File: src/hw/lics_pkg.sv
// Package with the timing and encoding constants of the charge sequencer.
package lics_pkg;
	// Clock rate and default maximum charge time.
	localparam int unsigned CLK_HZ              = 20_000_000;
	localparam int unsigned MAX_CHARGE_TIME_S   = 3600;
	localparam longint      MAX_CHARGE_CYCLES   = longint'(MAX_CHARGE_TIME_S) * longint'(CLK_HZ);
	// Fixed divisions of the maximum charge time, and the timer width.
	localparam int unsigned PRECHARGE_DIV       = 8;
	localparam int unsigned DEGLITCH_DIV        = 220;
	localparam int unsigned TIMER_W             = 40;
	// Synchroniser depth for comparator inputs.
	localparam int unsigned SYNC_STAGES         = 3;
	// Status line encodings: {first, second}.
	localparam logic [1:0]  STATUS_CHARGING     = 2'h2;
	localparam logic [1:0]  STATUS_DONE         = 2'h1;
	localparam logic [1:0]  STATUS_STANDBY      = 2'h0;
	localparam logic [1:0]  STATUS_FAULT        = 2'h3;

	typedef enum logic [2:0] {
		LICS_IDLE,
		LICS_PRECHARGE,
		LICS_FAST,
		LICS_REGULATE,
		LICS_END_OF_CHARGE,
		LICS_FAULT
	} lics_state_t;
endpackage

File: src/hw/lics_sequencer.sv
// Charge-process sequencer of a single-cell lithium charger.
`timescale 1ns/10ps
// What this block does
// - Floating threshold pin selects default threshold.
// - Battery above threshold skips pre-charge.
// - Pre-charge limit eighth of max; expiry faults.
// - Reaching threshold enters fast charge.
// - Max timer starts at fast; expiry faults.
// - Near regulation level enters voltage regulation.
// - Below recharge threshold restarts from end.
// - Done shown after deglitch of max/220.
// - Pin above select level terminates at threshold.
// - Pin below level continues, end shown fault.
// - Pin low in pre-charge uses default.
// - Falling timer-reset edge clears active timer.
// - Temperature outside window halts, then resumes.
// - Cold limit stops high, releases lower.
// - Hot limit stops low, releases higher.
// - Status lines encode charging, done, standby, fault.
// - Faults exit to recharge decision flow.
// - Supply below battery shows standby.
module lics_sequencer #(
	parameter longint MAX_CHARGE_CYCLES = lics_pkg::MAX_CHARGE_CYCLES
) (
	input  wire logic clk,
	input  wire logic rstn,
	input  wire logic ce,
	input  wire logic charge_enable,
	input  wire logic pin_floating,
	input  wire logic bat_above_programmed_threshold,
	input  wire logic bat_above_default_threshold,
	input  wire logic pin_above_select_level,
	input  wire logic pin_above_timer_reset_level,
	input  wire logic bat_near_regulation,
	input  wire logic current_below_end_threshold,
	input  wire logic bat_below_recharge_threshold,
	input  wire logic therm_above_cold_limit,
	input  wire logic therm_below_cold_release,
	input  wire logic therm_below_hot_limit,
	input  wire logic therm_above_hot_release,
	input  wire logic supply_below_battery,
	output logic      charge_on,
	output logic      precharge_current,
	output logic      status_line_first,
	output logic      status_line_second
);
	localparam int NIN = 13;
	// Positions of the comparator decisions in the synchroniser vector.
	localparam int IX_EN       = 12;
	localparam int IX_FLOAT    = 11;
	localparam int IX_PROG     = 10;
	localparam int IX_DEF      = 9;
	localparam int IX_SEL      = 8;
	localparam int IX_TRST     = 7;
	localparam int IX_NEAR     = 6;
	localparam int IX_CUR      = 5;
	localparam int IX_RCH      = 4;
	localparam int IX_COLD     = 3;
	localparam int IX_COLD_REL = 2;
	localparam int IX_HOT      = 1;
	localparam int IX_STANDBY  = 0;
	localparam logic [lics_pkg::TIMER_W-1:0] MAXC = lics_pkg::TIMER_W'(MAX_CHARGE_CYCLES);
	localparam logic [lics_pkg::TIMER_W-1:0] PREC =
		lics_pkg::TIMER_W'(MAX_CHARGE_CYCLES / lics_pkg::PRECHARGE_DIV);
	localparam logic [lics_pkg::TIMER_W-1:0] DEGC =
		lics_pkg::TIMER_W'(MAX_CHARGE_CYCLES / lics_pkg::DEGLITCH_DIV);

	// Three-stage synchronisers; a change is taken once stages two and three agree.
	logic [NIN-1:0] raw;
	logic [NIN-1:0] s1;
	logic [NIN-1:0] s2;
	logic [NIN-1:0] s3;
	logic [NIN-1:0] filt;
	logic [NIN-1:0] next_filt;
	logic           filt_pin_rst_d;
	logic           next_filt_pin_rst_d;

	assign raw = {charge_enable, pin_floating, bat_above_programmed_threshold, bat_above_default_threshold,
		pin_above_select_level, pin_above_timer_reset_level, bat_near_regulation,
		current_below_end_threshold, bat_below_recharge_threshold, therm_above_cold_limit,
		therm_below_cold_release, therm_below_hot_limit, supply_below_battery};

	always_comb begin
		next_filt = filt;
		for (int i = 0; i < NIN; i++) begin
			if (s2[i] == s3[i]) begin
				next_filt[i] = s3[i];
			end
		end
		next_filt_pin_rst_d = filt[IX_TRST];
	end

	always_ff @(posedge clk or negedge rstn) begin
		if (!rstn) begin
			s1 <= '0;
			s2 <= '0;
			s3 <= '0;
			filt <= '0;
			filt_pin_rst_d <= 1'b0;
		end else if (ce) begin
			s1 <= raw;
			s2 <= s1;
			s3 <= s2;
			filt <= next_filt;
			filt_pin_rst_d <= next_filt_pin_rst_d;
		end
	end

	// Hot release comparator gets its own synchroniser so the vector stays compact.
	logic [lics_pkg::SYNC_STAGES-1:0] hr_sync;
	logic                             hot_rel;
	logic                             next_hot_rel;

	always_comb begin
		next_hot_rel = hot_rel;
		if (hr_sync[lics_pkg::SYNC_STAGES-2] == hr_sync[lics_pkg::SYNC_STAGES-1]) begin
			next_hot_rel = hr_sync[lics_pkg::SYNC_STAGES-1];
		end
	end

	always_ff @(posedge clk or negedge rstn) begin
		if (!rstn) begin
			hr_sync <= '0;
			hot_rel <= 1'b0;
		end else if (ce) begin
			hr_sync <= {hr_sync[lics_pkg::SYNC_STAGES-2:0], therm_above_hot_release};
			hot_rel <= next_hot_rel;
		end
	end

	logic en_s;
	logic floating_s;
	logic above_prog_s;
	logic above_def_s;
	logic sel_high_s;
	logic near_reg_s;
	logic cur_low_s;
	logic rch_s;
	logic cold_s;
	logic cold_rel_s;
	logic hot_s;
	logic standby_s;
	logic timer_reset_edge;
	logic above_pre;

	assign en_s         = filt[IX_EN];
	assign floating_s   = filt[IX_FLOAT];
	assign above_prog_s = filt[IX_PROG];
	assign above_def_s  = filt[IX_DEF];
	assign sel_high_s   = filt[IX_SEL];
	assign near_reg_s   = filt[IX_NEAR];
	assign cur_low_s    = filt[IX_CUR];
	assign rch_s        = filt[IX_RCH];
	assign cold_s       = filt[IX_COLD];
	assign cold_rel_s   = filt[IX_COLD_REL];
	assign hot_s        = filt[IX_HOT];
	assign standby_s    = filt[IX_STANDBY];
	assign timer_reset_edge = filt_pin_rst_d && !filt[IX_TRST];

	// Floating pin, or pin low during pre-charge, forces the default threshold.
	assign above_pre = (floating_s || !sel_high_s) ? above_def_s : above_prog_s;

	// Temperature fault with hysteresis on both limits.
	logic temp_fault;
	logic next_temp_fault;

	always_comb begin
		next_temp_fault = temp_fault;
		if (cold_s || hot_s) begin
			next_temp_fault = 1'b1;
		end else if (temp_fault && cold_rel_s && hot_rel) begin
			next_temp_fault = 1'b0;
		end
	end

	always_ff @(posedge clk or negedge rstn) begin
		if (!rstn) begin
			temp_fault <= 1'b0;
		end else if (ce) begin
			temp_fault <= next_temp_fault;
		end
	end

	// Saturating increment shared by the safety timer and the deglitch counter.
	function automatic logic [lics_pkg::TIMER_W-1:0] sat_inc(
		input logic [lics_pkg::TIMER_W-1:0] value,
		input logic [lics_pkg::TIMER_W-1:0] limit
	);
		return (value >= limit) ? value : value + 1'b1;
	endfunction

	// Main sequencer with safety timer and end-of-charge deglitch counter.
	lics_pkg::lics_state_t           state;
	lics_pkg::lics_state_t           next_state;
	logic [lics_pkg::TIMER_W-1:0]   timer;
	logic [lics_pkg::TIMER_W-1:0]   next_timer;
	logic [lics_pkg::TIMER_W-1:0]   degl;
	logic [lics_pkg::TIMER_W-1:0]   next_degl;
	logic                           end_seen;
	logic                           next_end_seen;
	logic                           degl_done;

	assign degl_done = (degl >= DEGC);

	always_comb begin
		next_state = state;
		next_timer = timer;
		next_degl = degl;
		next_end_seen = end_seen;
		next_timer = sat_inc(timer, '1);
		if (cur_low_s && (state == lics_pkg::LICS_REGULATE || state == lics_pkg::LICS_FAST)) begin
			next_degl = sat_inc(degl, DEGC);
		end else begin
			next_degl = '0;
		end
		if (timer_reset_edge) begin
			next_timer = '0;
		end
		unique case (state)
			lics_pkg::LICS_IDLE: begin
				next_timer = '0;
				next_end_seen = 1'b0;
				if (en_s && !temp_fault) begin
					next_state = above_pre ? lics_pkg::LICS_FAST : lics_pkg::LICS_PRECHARGE;
				end
			end
			lics_pkg::LICS_PRECHARGE: begin
				if (above_pre) begin
					next_state = lics_pkg::LICS_FAST;
					next_timer = '0;
				end else if (timer >= PREC) begin
					next_state = lics_pkg::LICS_FAULT;
				end
			end
			lics_pkg::LICS_FAST, lics_pkg::LICS_REGULATE: begin
				if (state == lics_pkg::LICS_FAST && near_reg_s) begin
					next_state = lics_pkg::LICS_REGULATE;
				end
				if (degl_done && sel_high_s) begin
					next_state = lics_pkg::LICS_END_OF_CHARGE;
				end else if (degl_done) begin
					next_end_seen = 1'b1;
				end
				if (timer >= MAXC) begin
					next_state = lics_pkg::LICS_FAULT;
				end
			end
			lics_pkg::LICS_END_OF_CHARGE: begin
				if (rch_s) begin
					next_state = lics_pkg::LICS_IDLE;
				end
			end
			lics_pkg::LICS_FAULT: begin
				if (rch_s) begin
					next_state = lics_pkg::LICS_IDLE;
				end
			end
		endcase
		if (!en_s) begin
			next_state = lics_pkg::LICS_IDLE;
		end
	end

	always_ff @(posedge clk or negedge rstn) begin
		if (!rstn) begin
			state <= lics_pkg::LICS_IDLE;
			timer <= '0;
			degl <= '0;
			end_seen <= 1'b0;
		end else if (ce) begin
			state <= next_state;
			timer <= next_timer;
			degl <= next_degl;
			end_seen <= next_end_seen;
		end
	end

	// Registered outputs.
	logic       next_charge_on;
	logic       next_precharge_current;
	logic [1:0] next_status;

	always_comb begin
		next_charge_on = !temp_fault && (state == lics_pkg::LICS_PRECHARGE || state == lics_pkg::LICS_FAST
			|| state == lics_pkg::LICS_REGULATE);
		next_precharge_current = (state == lics_pkg::LICS_PRECHARGE);
		if (standby_s) begin
			next_status = lics_pkg::STATUS_STANDBY;
		end else if (temp_fault || state == lics_pkg::LICS_FAULT || end_seen) begin
			next_status = lics_pkg::STATUS_FAULT;
		end else if (state == lics_pkg::LICS_END_OF_CHARGE) begin
			next_status = lics_pkg::STATUS_DONE;
		end else if (state == lics_pkg::LICS_IDLE) begin
			next_status = lics_pkg::STATUS_STANDBY;
		end else begin
			next_status = lics_pkg::STATUS_CHARGING;
		end
	end

	always_ff @(posedge clk or negedge rstn) begin
		if (!rstn) begin
			charge_on <= 1'b0;
			precharge_current <= 1'b0;
			status_line_first <= 1'b0;
			status_line_second <= 1'b0;
		end else if (ce) begin
			charge_on <= next_charge_on;
			precharge_current <= next_precharge_current;
			status_line_first <= next_status[1];
			status_line_second <= next_status[0];
		end
	end
endmodule

File: config.mk
export PLATFORM = sky130hd
export DESIGN_NAME = lics_sequencer
export DESIGN_NICKNAME = d
export VERILOG_FILES = /design/src/hw/lics_pkg.sv /design/src/hw/lics_sequencer.sv
export SDC_FILE = /design/constraint.sdc
export NUM_CORES = 1
export LEC_CHECK = 0
export CAP_MARGIN = 15
export CORE_ASPECT_RATIO = 1.75
export CORE_MARGIN = 2
export CORE_UTILIZATION = 25
export DETAILED_ROUTE_END_ITERATION = 6
export DONT_BUFFER_PORTS = 1
export PLACE_DENSITY = 0.4
export SYNTH_ARGS = -nofsm -noshare
export SYNTH_HDL_FRONTEND = slang
export SYNTH_SLANG_ARGS = --single-unit
File: constraint.sdc
create_clock -name clk -period 4 [get_ports clk]
set_input_delay 1.2 -clock clk [delete_from_list [all_inputs] [get_ports clk]]
set_output_delay 1.2 -clock clk [all_outputs]
set_load 0.05 [all_outputs]
**Yosys cells after proc, flatten, opt, wreduce, memory -nomap -nowiden**

Index checks and enable logic that the tools add are counted.
Widths: inputs -> output; s select.

- Mux-type cells: 26
- Magnitude comparators: 4
- Equal/unequal tests: 26
- Reduce and logical (&&, ||, !) cells: 41
- Add/subtract/negate cells: 2

Operators by type and width:

| kind | number |
|---|---|
| $mux 40 | 5 |
| $add 40x1->40 const B | 2 |
| $pmux 40 s2 | 1 |
| $ge 40x29->1 const B | 1 |
| $ge 40x34->1 const B | 1 |
| $ge 40x37->1 const B | 1 |
| $ge 40x40->1 const B | 1 |
| $reduce_and 2->1 | 16 |
| $mux 3 | 8 |
| $eq 1x1->1 | 14 |
| $pmux 3 s4 | 1 |
| $mux 2 | 5 |
| $logic_and 1x1->1 | 8 |
| $logic_or 1x1->1 | 7 |
| $eq 3x2->1 const B | 2 |
| $eq 3x3->1 const B | 2 |
| $ne 2x2->1 const B | 3 |
| $ne 3x3->1 const B | 2 |
| $mux 1 | 5 |
| $ne 5x5->1 const B | 1 |
| $reduce_and 5->1 | 1 |
| $ne 4x3->1 const B | 1 |
| $reduce_and 4->1 | 1 |
| $reduce_bool 2->1 | 2 |
| other kinds (5) | 8 |

- Output and inout port bits: 4
- Bits of input ports: 17
- Register bits: 146
- Logic and storage cells: 127

**Depth between registers and ports, before layout**

Gate-level depths: netlist (run 1).

- Depth in word-level cells: 7
- Mapped depth: 10
- Gate-level depth less buffers: 8

**Worst setup path before layout (run 1)**

No wires, ideal clock.

- Path kind: reg-to-reg
- Start: register degl[0] in the netlist's numbering
- End: register degl[16] in the netlist's numbering
- Setup time: 78 ps
- Slack: 1216 ps
- Arrival time: 2706 ps
- Cell stages (with the launch flop): 11
- Path buffers: 2
- Cell sequence: dfrtp_1 > ha_1 > a21o_1 > a2111oi_4 > nor4_1 > or4_1 > buf_2 > and2_1 > buf_6 > or4_1 > a21oi_1

- Word-level cells in the longest chain between the ends: 3
- Elaborated cells on any way between the ends: 6
- Those cells by class: add/sub (1); order compare (1); eq/ne (1); mux (2); reduce/logical (1)

RTL lines:

| what | RTL line | source |
|---|---|---|
| start: declaration | lics_sequencer.sv:197 | `logic [lics_pkg::TIMER_W-1:0] degl;` |
| start signal: assignment | lics_sequencer.sv:273 | `degl <= next_degl;` |
| $add 40x1->40 / $ge 40x29->1 (equally long branches) | lics_sequencer.sv:189 | `return (value >= limit) ? value : value + 1'b1;` |
| $mux 40 / $ne 2x2->1 (equally long branches) | n/a |  |
| $mux 40 / $reduce_and 2->1 (equally long branches) | n/a |  |

Several ways; a longest one is shown, not always the timed one. The select of a mux whose other input is x is not followed.
A chain may end at the register's enable or synchronous reset.

**Final worst setup path (run 1)**

- Start: register degl[0] in the netlist's numbering
- End: register degl[15] in the netlist's numbering

Same word-level chain as after synthesis.

==> results_dict.tcl, run 1 <==
set metrics [dict create \
    hp-class "in2async" \
    cts_tree "built" \
    final.setup.tns_ns 0 \
    finClkSkew_ns 0.01403 \
    port_buffers 0 \
    fin_cells 1114 \
    die_w_um 131.5 \
    criticalPathCategory "reg2reg" \
    synth_nets 756 \
    synth_seq_cells 146 \
    cts_root_buffer "clkbuf_16" \
    critPathTopFamily "simple AND/OR/NAND/NOR gates" \
    rows 81 \
    cpPeakStageDelay_ns 0.63 \
    netlist_area_um2 7112 \
    grtUsageTotal_pct 12.28 \
    rsz0062_at_grt "no" \
    max_freq_mhz 326.1 \
    final_nets 748 \
    power_frac_comb_pct 12.2 \
    gr-usage-met2_pct 22.85 \
    timing.final.ws_setup_ns 0.9332 \
    design_area_um2 8113 \
    drc 0 \
    slew_viol_final 0 \
    ys_seq_area_share_pct 51.37 \
    area_growth_pct 14.07 \
    p_int_mw 2.848 \
    cts_buffers 17 \
    cts_max_path_buffers 2 \
    grt_max_degree 147 \
    die_h_um 227.1 \
    final_core_util_pct 29.00 \
    post_cts_buffers 0 \
    p_sw_mw 1.146 \
    place_inst 1082 \
    tightest_slew_ns 0.8465 \
    hold_buffers 0 \
    ios 21 \
    n_antenna_cell 0 \
    setup_viol 0 \
    path_max_fanout 15 \
    vias 5331 \
    vdd_drop_max_mv 0.2863 \
    crit_path_end_kind "flop" \
    dp.final_hpwl_mm 11.49 \
    crit_path_top_delay_cell "or4_1" \
    netlist_instances 736 \
    drive_above_1_share_pct 10.66 \
    hold_viol_final 0 \
    yosys-top-cells-area "dfrtp_1 51%, o21ai_0 4.6%, mux2_2 4.6%, nor2_1 3.5%, a21oi_1 3.4%" \
    overflow 0 \
    use_met3_pct 2.561 \
    cts_sinks 146 \
    synth_top_area_share_pct 51.37 \
    fin_crit_ns 3.067 \
    yosys.area.top_type "dfrtp_1" \
    initial_core_util_pct 25.42 \
    drv_cap 0 \
    top_usage_layer "met2" \
    gp_congestion 0.7282 \
    final_antenna_net_count 0 \
    die_area_um2 29870 \
    required_ns 4.35 \
    p_per_area_nw_per_um2 492.2 \
    dr.first_iter.drc_count 201 \
    p_sw_share_pct 28.69 \
    timing.final.crit_share_pct 76.67 \
    met1_usage_pct 13.45 \
    ctsHtreeMaxLevel 4 \
    viasPerCell 4.785 \
    clock_power_share_pct 41.6 \
    path_buf_inv 0 \
    relSlewSlack_pct 43.05 \
    grt_pass1_wl_mm 29.04 \
    drtPass1Iterations 4 \
    dpl_cell_area_um2 7500 \
    synth.distinct_cells 51 \
    place_ws_ns 0.8980 \
    wl_per_cell_um 15.36 \
    drt-total-wl_mm 17.12 \
    yosys_warnings 0 \
    critical_path_arrival_ns 3.42 \
    cts_resized 0 \
    p_leak_nw 3.279 \
    outcome "completed" \
    antenna_found_initial 0 \
    path_cells "ha_1, a21o_1, a2111oi_4, nor4_1, o21ai_0, nand4_1, or4_1, a21oi_1" \
    cp-start-kind "flop" \
    grt_pass1_vias 5460 \
    clkLatencyLatePin_ns 0.44 \
    core_um2 27970 \
    seq_power_share_pct 46.1 \
    syn_area_per_cell_um2 9.663 \
    clk_pin_slew_ns 0.06 \
]
-- cell type report --
cell class,instances,area (um2)
Multi-Input combinational cell,522,3199
Sequential cell,146,3654
Clock inverter,12,156.4
Timing Repair Buffer,7,52.55
Tap cell,373,466.7
Fill cell,3038,19860
Clock buffer,20,456.7
Inverter,34,127.6
-- logic make-up after synthesis --
family,after synthesis,synth area share [%]
AO/OA/AOI/OAI,165,13.95
XOR/XNOR,41,5.049
adder cells (fa/ha/maj),3,0.5279
buffers and inverters,68,3.712
flip-flops,146,51.37
multiplexers,32,5.014
AND/OR/NAND/NOR,281,20.37
-- flip-flops by register name, summed over array words and instances, names as in the netlist --
register,cells
state,3
hot_rel,1
temp_fault,1
hr_sync,3
filt,13
s2,13
degl,40
charge_on,1
precharge_current,1
timer,40
end_seen,1
status_line_second,1
status_line_first,1
s1,13
filt_pin_rst_d,1
s3,13
-- final timing paths --
path / startpoint / end / slack [ns] / cells after the start
worst max-delay path: degl[0]$_DFFE_PN0P_ / degl[15]$_DFFE_PN0P_ / 0.93 / 8
worst min-delay path: rstn / degl[38]$_DFFE_PN0P_ / 0.46 / 0
worst max register to register: degl[0]$_DFFE_PN0P_ / degl[15]$_DFFE_PN0P_ / 0.93 / 8
worst min register to register: s1[5]$_DFFE_PN0P_ / s1[5]$_DFFE_PN0P_ / 0.50 / 1
max in group asynchronous: rstn / timer[13]$_DFFE_PN0P_ / 3.31 / 0
min in group clk: s1[5]$_DFFE_PN0P_ / s1[5]$_DFFE_PN0P_ / 0.50 / 1
-- synthesized netlist by cell type, drive strengths merged --
library cell	number
dfrtp	146
o21ai	67
nor2	66
nand2	56
a21oi	48
nand3	35
inv	33
clkbuf	30
mux2	29
nand4	28
xor2	25
nor3	17
xnor2	16
and4	12
nor4	12
or4	12
nor2b	10
o31ai	10
and3	9
and2	7
or3	7
a211oi	5
a21o	5
a31oi	5
buf	4
o211ai	4
o41ai	4
or2	4
a31o	3
ha	3
mux2i	3
o311ai	3
a2111oi	2
a21boi	2
a311oi	2
nor4b	2
o32ai	2
a22o	1
a22oi	1
a41o	1
and4b	1
and4bb	1
clkinv	1
nand2b	1
nand3b	1
-- metal layers --
layer,share of wire (%),up-vias
met2,55,53
met3,1.6,12
met4,1.4,0
met5,0,-
met1,42,2639
li1,-,2627
-- power groups by stage --
stage                     Clock [mW]  Sequential (mW)  Combinational [mW]
after floorplan                    0             1.81               0.422
after CTS                       1.74             1.84               0.505
after global placement             0             1.87               0.501
after detailed placement           0             1.87               0.503
final                           1.66             1.84               0.489
after global routing            1.79             1.87               0.569
-- layout by cell type (no fill, tap or decap), drive strengths merged, types with 10 or more instances in the layout --
| cell | instances |
|---|---|
| a21oi | 48 |
| and4 | 12 |
| clkbuf | 20 |
| dfrtp | 146 |
| inv | 34 |
| mux2 | 29 |
| nand2 | 56 |
| nand3 | 35 |
| nand4 | 28 |
| nor2 | 66 |
| nor2b | 10 |
| nor3 | 17 |
| nor4 | 12 |
| o21ai | 67 |
| o31ai | 10 |
| or4 | 12 |
| xnor2 | 16 |
| xor2 | 25 |
-- through the flow --
stage,hold WS [ns],total power [mW]
2_1_floorplan,0.4634,2.231
3_3_place_gp,0.4846,2.368
3_5_place_dp,0.4879,2.374
4_1_cts,0.4204,4.085
5_1_grt,0.4250,4.223
6_report,0.4577,3.993
No activity file was read; power rests on OpenSTA's default activity.
==> run 2, diff against run 1 <==
Settings changed: ABC_AREA from default to 1.
Clock period 4 ns to 3.2 ns, I/O delays scaled along.
==> run 2 against run 1 <==
  * Global-route usage increased by 1.7 points
  * Utilization is 0.63 points lower
  * Setup slack lost 0.20 ns
  * Clock skew shrank 0.0015 ns
  * Flip-flop and latch count stayed put
  * Critical path type unchanged
  * Largest power group unchanged
  * Highest routed layer unchanged
==> results_dict.tcl, run 2 <==
set metrics [dict create \
    outcome "completed" \
    fin_crit_ns 2.471 \
    setup_viol 0 \
    netlist_instances 1135 \
    rsz0062_at_grt "no" \
    place_inst 1513 \
    cp_common_cell "nand2_1" \
    yosys-top-cells-area "dfrtp_1 45%, nand2_1 15%, nor2_1 7.8%, inv_1 7.1%, nand3_1 5.2%" \
    yosys.cell_count.top_type "nand2_1" \
    required_ns 3.51 \
    die_w_um 139.9 \
    initial_core_util_pct 25.26 \
    dp.final_hpwl_mm 16.51 \
    rows 87 \
    layout_common_cells "313 x nand2_1, 169 x nor2_1, 151 x inv_1, 146 x dfrtp_1, 84 x nand3_1" \
    final_common_cell "nand2_1" \
    critical_path_arrival_ns 2.78 \
    hp-class "in2async" \
    hold_buffers 0 \
    cts_tree "built" \
    yosys-top-cells-count "313 x nand2_1, 169 x nor2_1, 152 x inv_1" \
    max_freq_mhz 404.7 \
    grt_pass1_vias 7140 \
    hold_ws_ns 0.2178 \
    final_antenna_net_count 0 \
    cpPeakStageDelay_ns 0.44 \
    synth-edff-count 0 \
    core_um2 32000 \
    p_per_area_nw_per_um2 484.7 \
    ctsHtreeMaxLevel 4 \
    cts_buffers 17 \
    path_cells "nor2_1, nand2_1, nand2_1, o21ai_4, buf_4, nand4_1, o21ai_0" \
    reg.largest.list "degl (40), timer (40)" \
    yosys_warnings 0 \
    die_h_um 241.9 \
    final.setup.tns_ns 0 \
    ff2ff_path_depth 7 \
    drt-total-wl_mm 22.92 \
    p_total_mw 4.401 \
    syn_area_per_cell_um2 7.124 \
    ys_seq_area_share_pct 45.19 \
    path_max_fanout 25 \
    synth_nets 1155 \
    crit_path_end_kind "flop" \
    cts_resized 0 \
    grt_max_degree 147 \
    dpl_cell_area_um2 8492 \
    fin_cells 1544 \
    n_antenna_cell 0 \
    crit_path_top_delay_cell "dfrtp_1" \
    design_area_um2 9080 \
    grtUsageTotal_pct 14.01 \
    viasPerCell 4.600 \
    cp-start-kind "flop" \
    hold_viol_final 0 \
    wl_per_cell_um 14.84 \
    synth_top_area_share_pct 45.19 \
    drive_above_1_share_pct 4.720 \
    cts_max_path_buffers 2 \
    p_leak_nw 4.084 \
    cts_root_buffer "clkbuf_16" \
    drtPass1Iterations 5 \
    overflow 0 \
    gp_congestion 0.8555 \
    clk_pin_slew_ns 0.07 \
    vias 7102 \
    timing.final.crit_share_pct 77.22 \
    finClkSkew_ns 0.01258 \
    netlist_area_um2 8085 \
    grt_pass1_wl_mm 37.38 \
    async_flop_share_pct 100.0 \
    die_area_um2 33850 \
    tightest_slew_ns 0.7079 \
    place_ws_ns 0.6926 \
    timing.final.ws_setup_ns 0.7290 \
    slew_viol_final 0 \
    area_growth_pct 12.30 \
    port_buffers 0 \
    final_core_util_pct 28.37 \
    relSlewSlack_pct 52.37 \
    ios 21 \
    vdd_drop_max_mv 0.4114 \
    yosys.area.top_type "dfrtp_1" \
    drv_cap 0 \
    clkLatencyLatePin_ns 0.44 \
    synth.distinct_cells 41 \
    dr.first_iter.drc_count 334 \
    drc 0 \
    synth_seq_cells 146 \
    post_cts_buffers 0 \
    synthFlopType "dfrtp_1" \
    final_nets 1152 \
    criticalPathCategory "reg2reg" \
    antenna_found_initial 0 \
    cts_sinks 146 \
]
## run 2: cell count changes in the layout (fill, tap and decap cells not counted), sizes merged, moves of 12 or more
cell,delta
a21oi,-18
and4,-12
inv,+125
mux2,-29
nand2,+260
nand3,+50
nor2,+105
nor3,+13
o21ai,+17
or4,-12
xnor2,-15
## run 2: final cells by class
cell class,instances,area [um2]
clock inverter,12,145.1
clock buffer,19,442.9
fill,3618,22920
inverter,154,578.1
sequential,146,3654
multi-input combinational,809,3730
timing repair buffer,4,30.03
tap,400,500.5
## run 2: power breakdown
part	switching, mW	leakage, nW	internal (mW)
Clock	0.867	0.287	1.18
Sequential	0.119	1.95	1.96
Combinational	0.182	1.85	0.0937
## run 2: path summary, 6_finish.rpt
path | startpoint | to | slack [ns]
max | state[2]$_DFFE_PN0P_ | degl[28]$_DFFE_PN0P_ | 0.73
min | rstn | degl[21]$_DFFE_PN0P_ | 0.22
max in group asynchronous | rstn | hr_sync[2]$_DFFE_PN0P_ | 2.70
min reg2reg | s1[1]$_DFFE_PN0P_ | s1[1]$_DFFE_PN0P_ | 0.47
min in group clk | s1[1]$_DFFE_PN0P_ | s1[1]$_DFFE_PN0P_ | 0.47
max reg2reg | state[2]$_DFFE_PN0P_ | degl[28]$_DFFE_PN0P_ | 0.73
## run 2: cells by family after synthesis
kind of cell             after synthesis  synth area share (%)
buffers and inverters                180                 8.774
adder cells (fa/ha/maj)                3                0.4643
AO/OA/AOI/OAI                        131                 8.713
XOR/XNOR                              19                 2.058
AND/OR/NAND/NOR                      656                 34.80
flip-flops                           146                 45.19
## run 2: routing by layer
metal | track usage [%] | part of all wire, %
met5 | 0 | 0
met1 | 14.66 | 39
met3 | 2.471 | 2.2
met2 | 26.43 | 55
met4 | 7.000 | 3.6
## run 2: worst max-delay path, delay by kind of cell, from the launching register on
| kind | cells | cell delay (ns) |
|---|---|---|
| buffers and inverters | 1 | 0.27 |
| AND/OR/NAND/NOR | 4 | 1.29 |
| flip-flops | 1 | 0.44 |
| AO/OA/AOI/OAI | 2 | 0.32 |
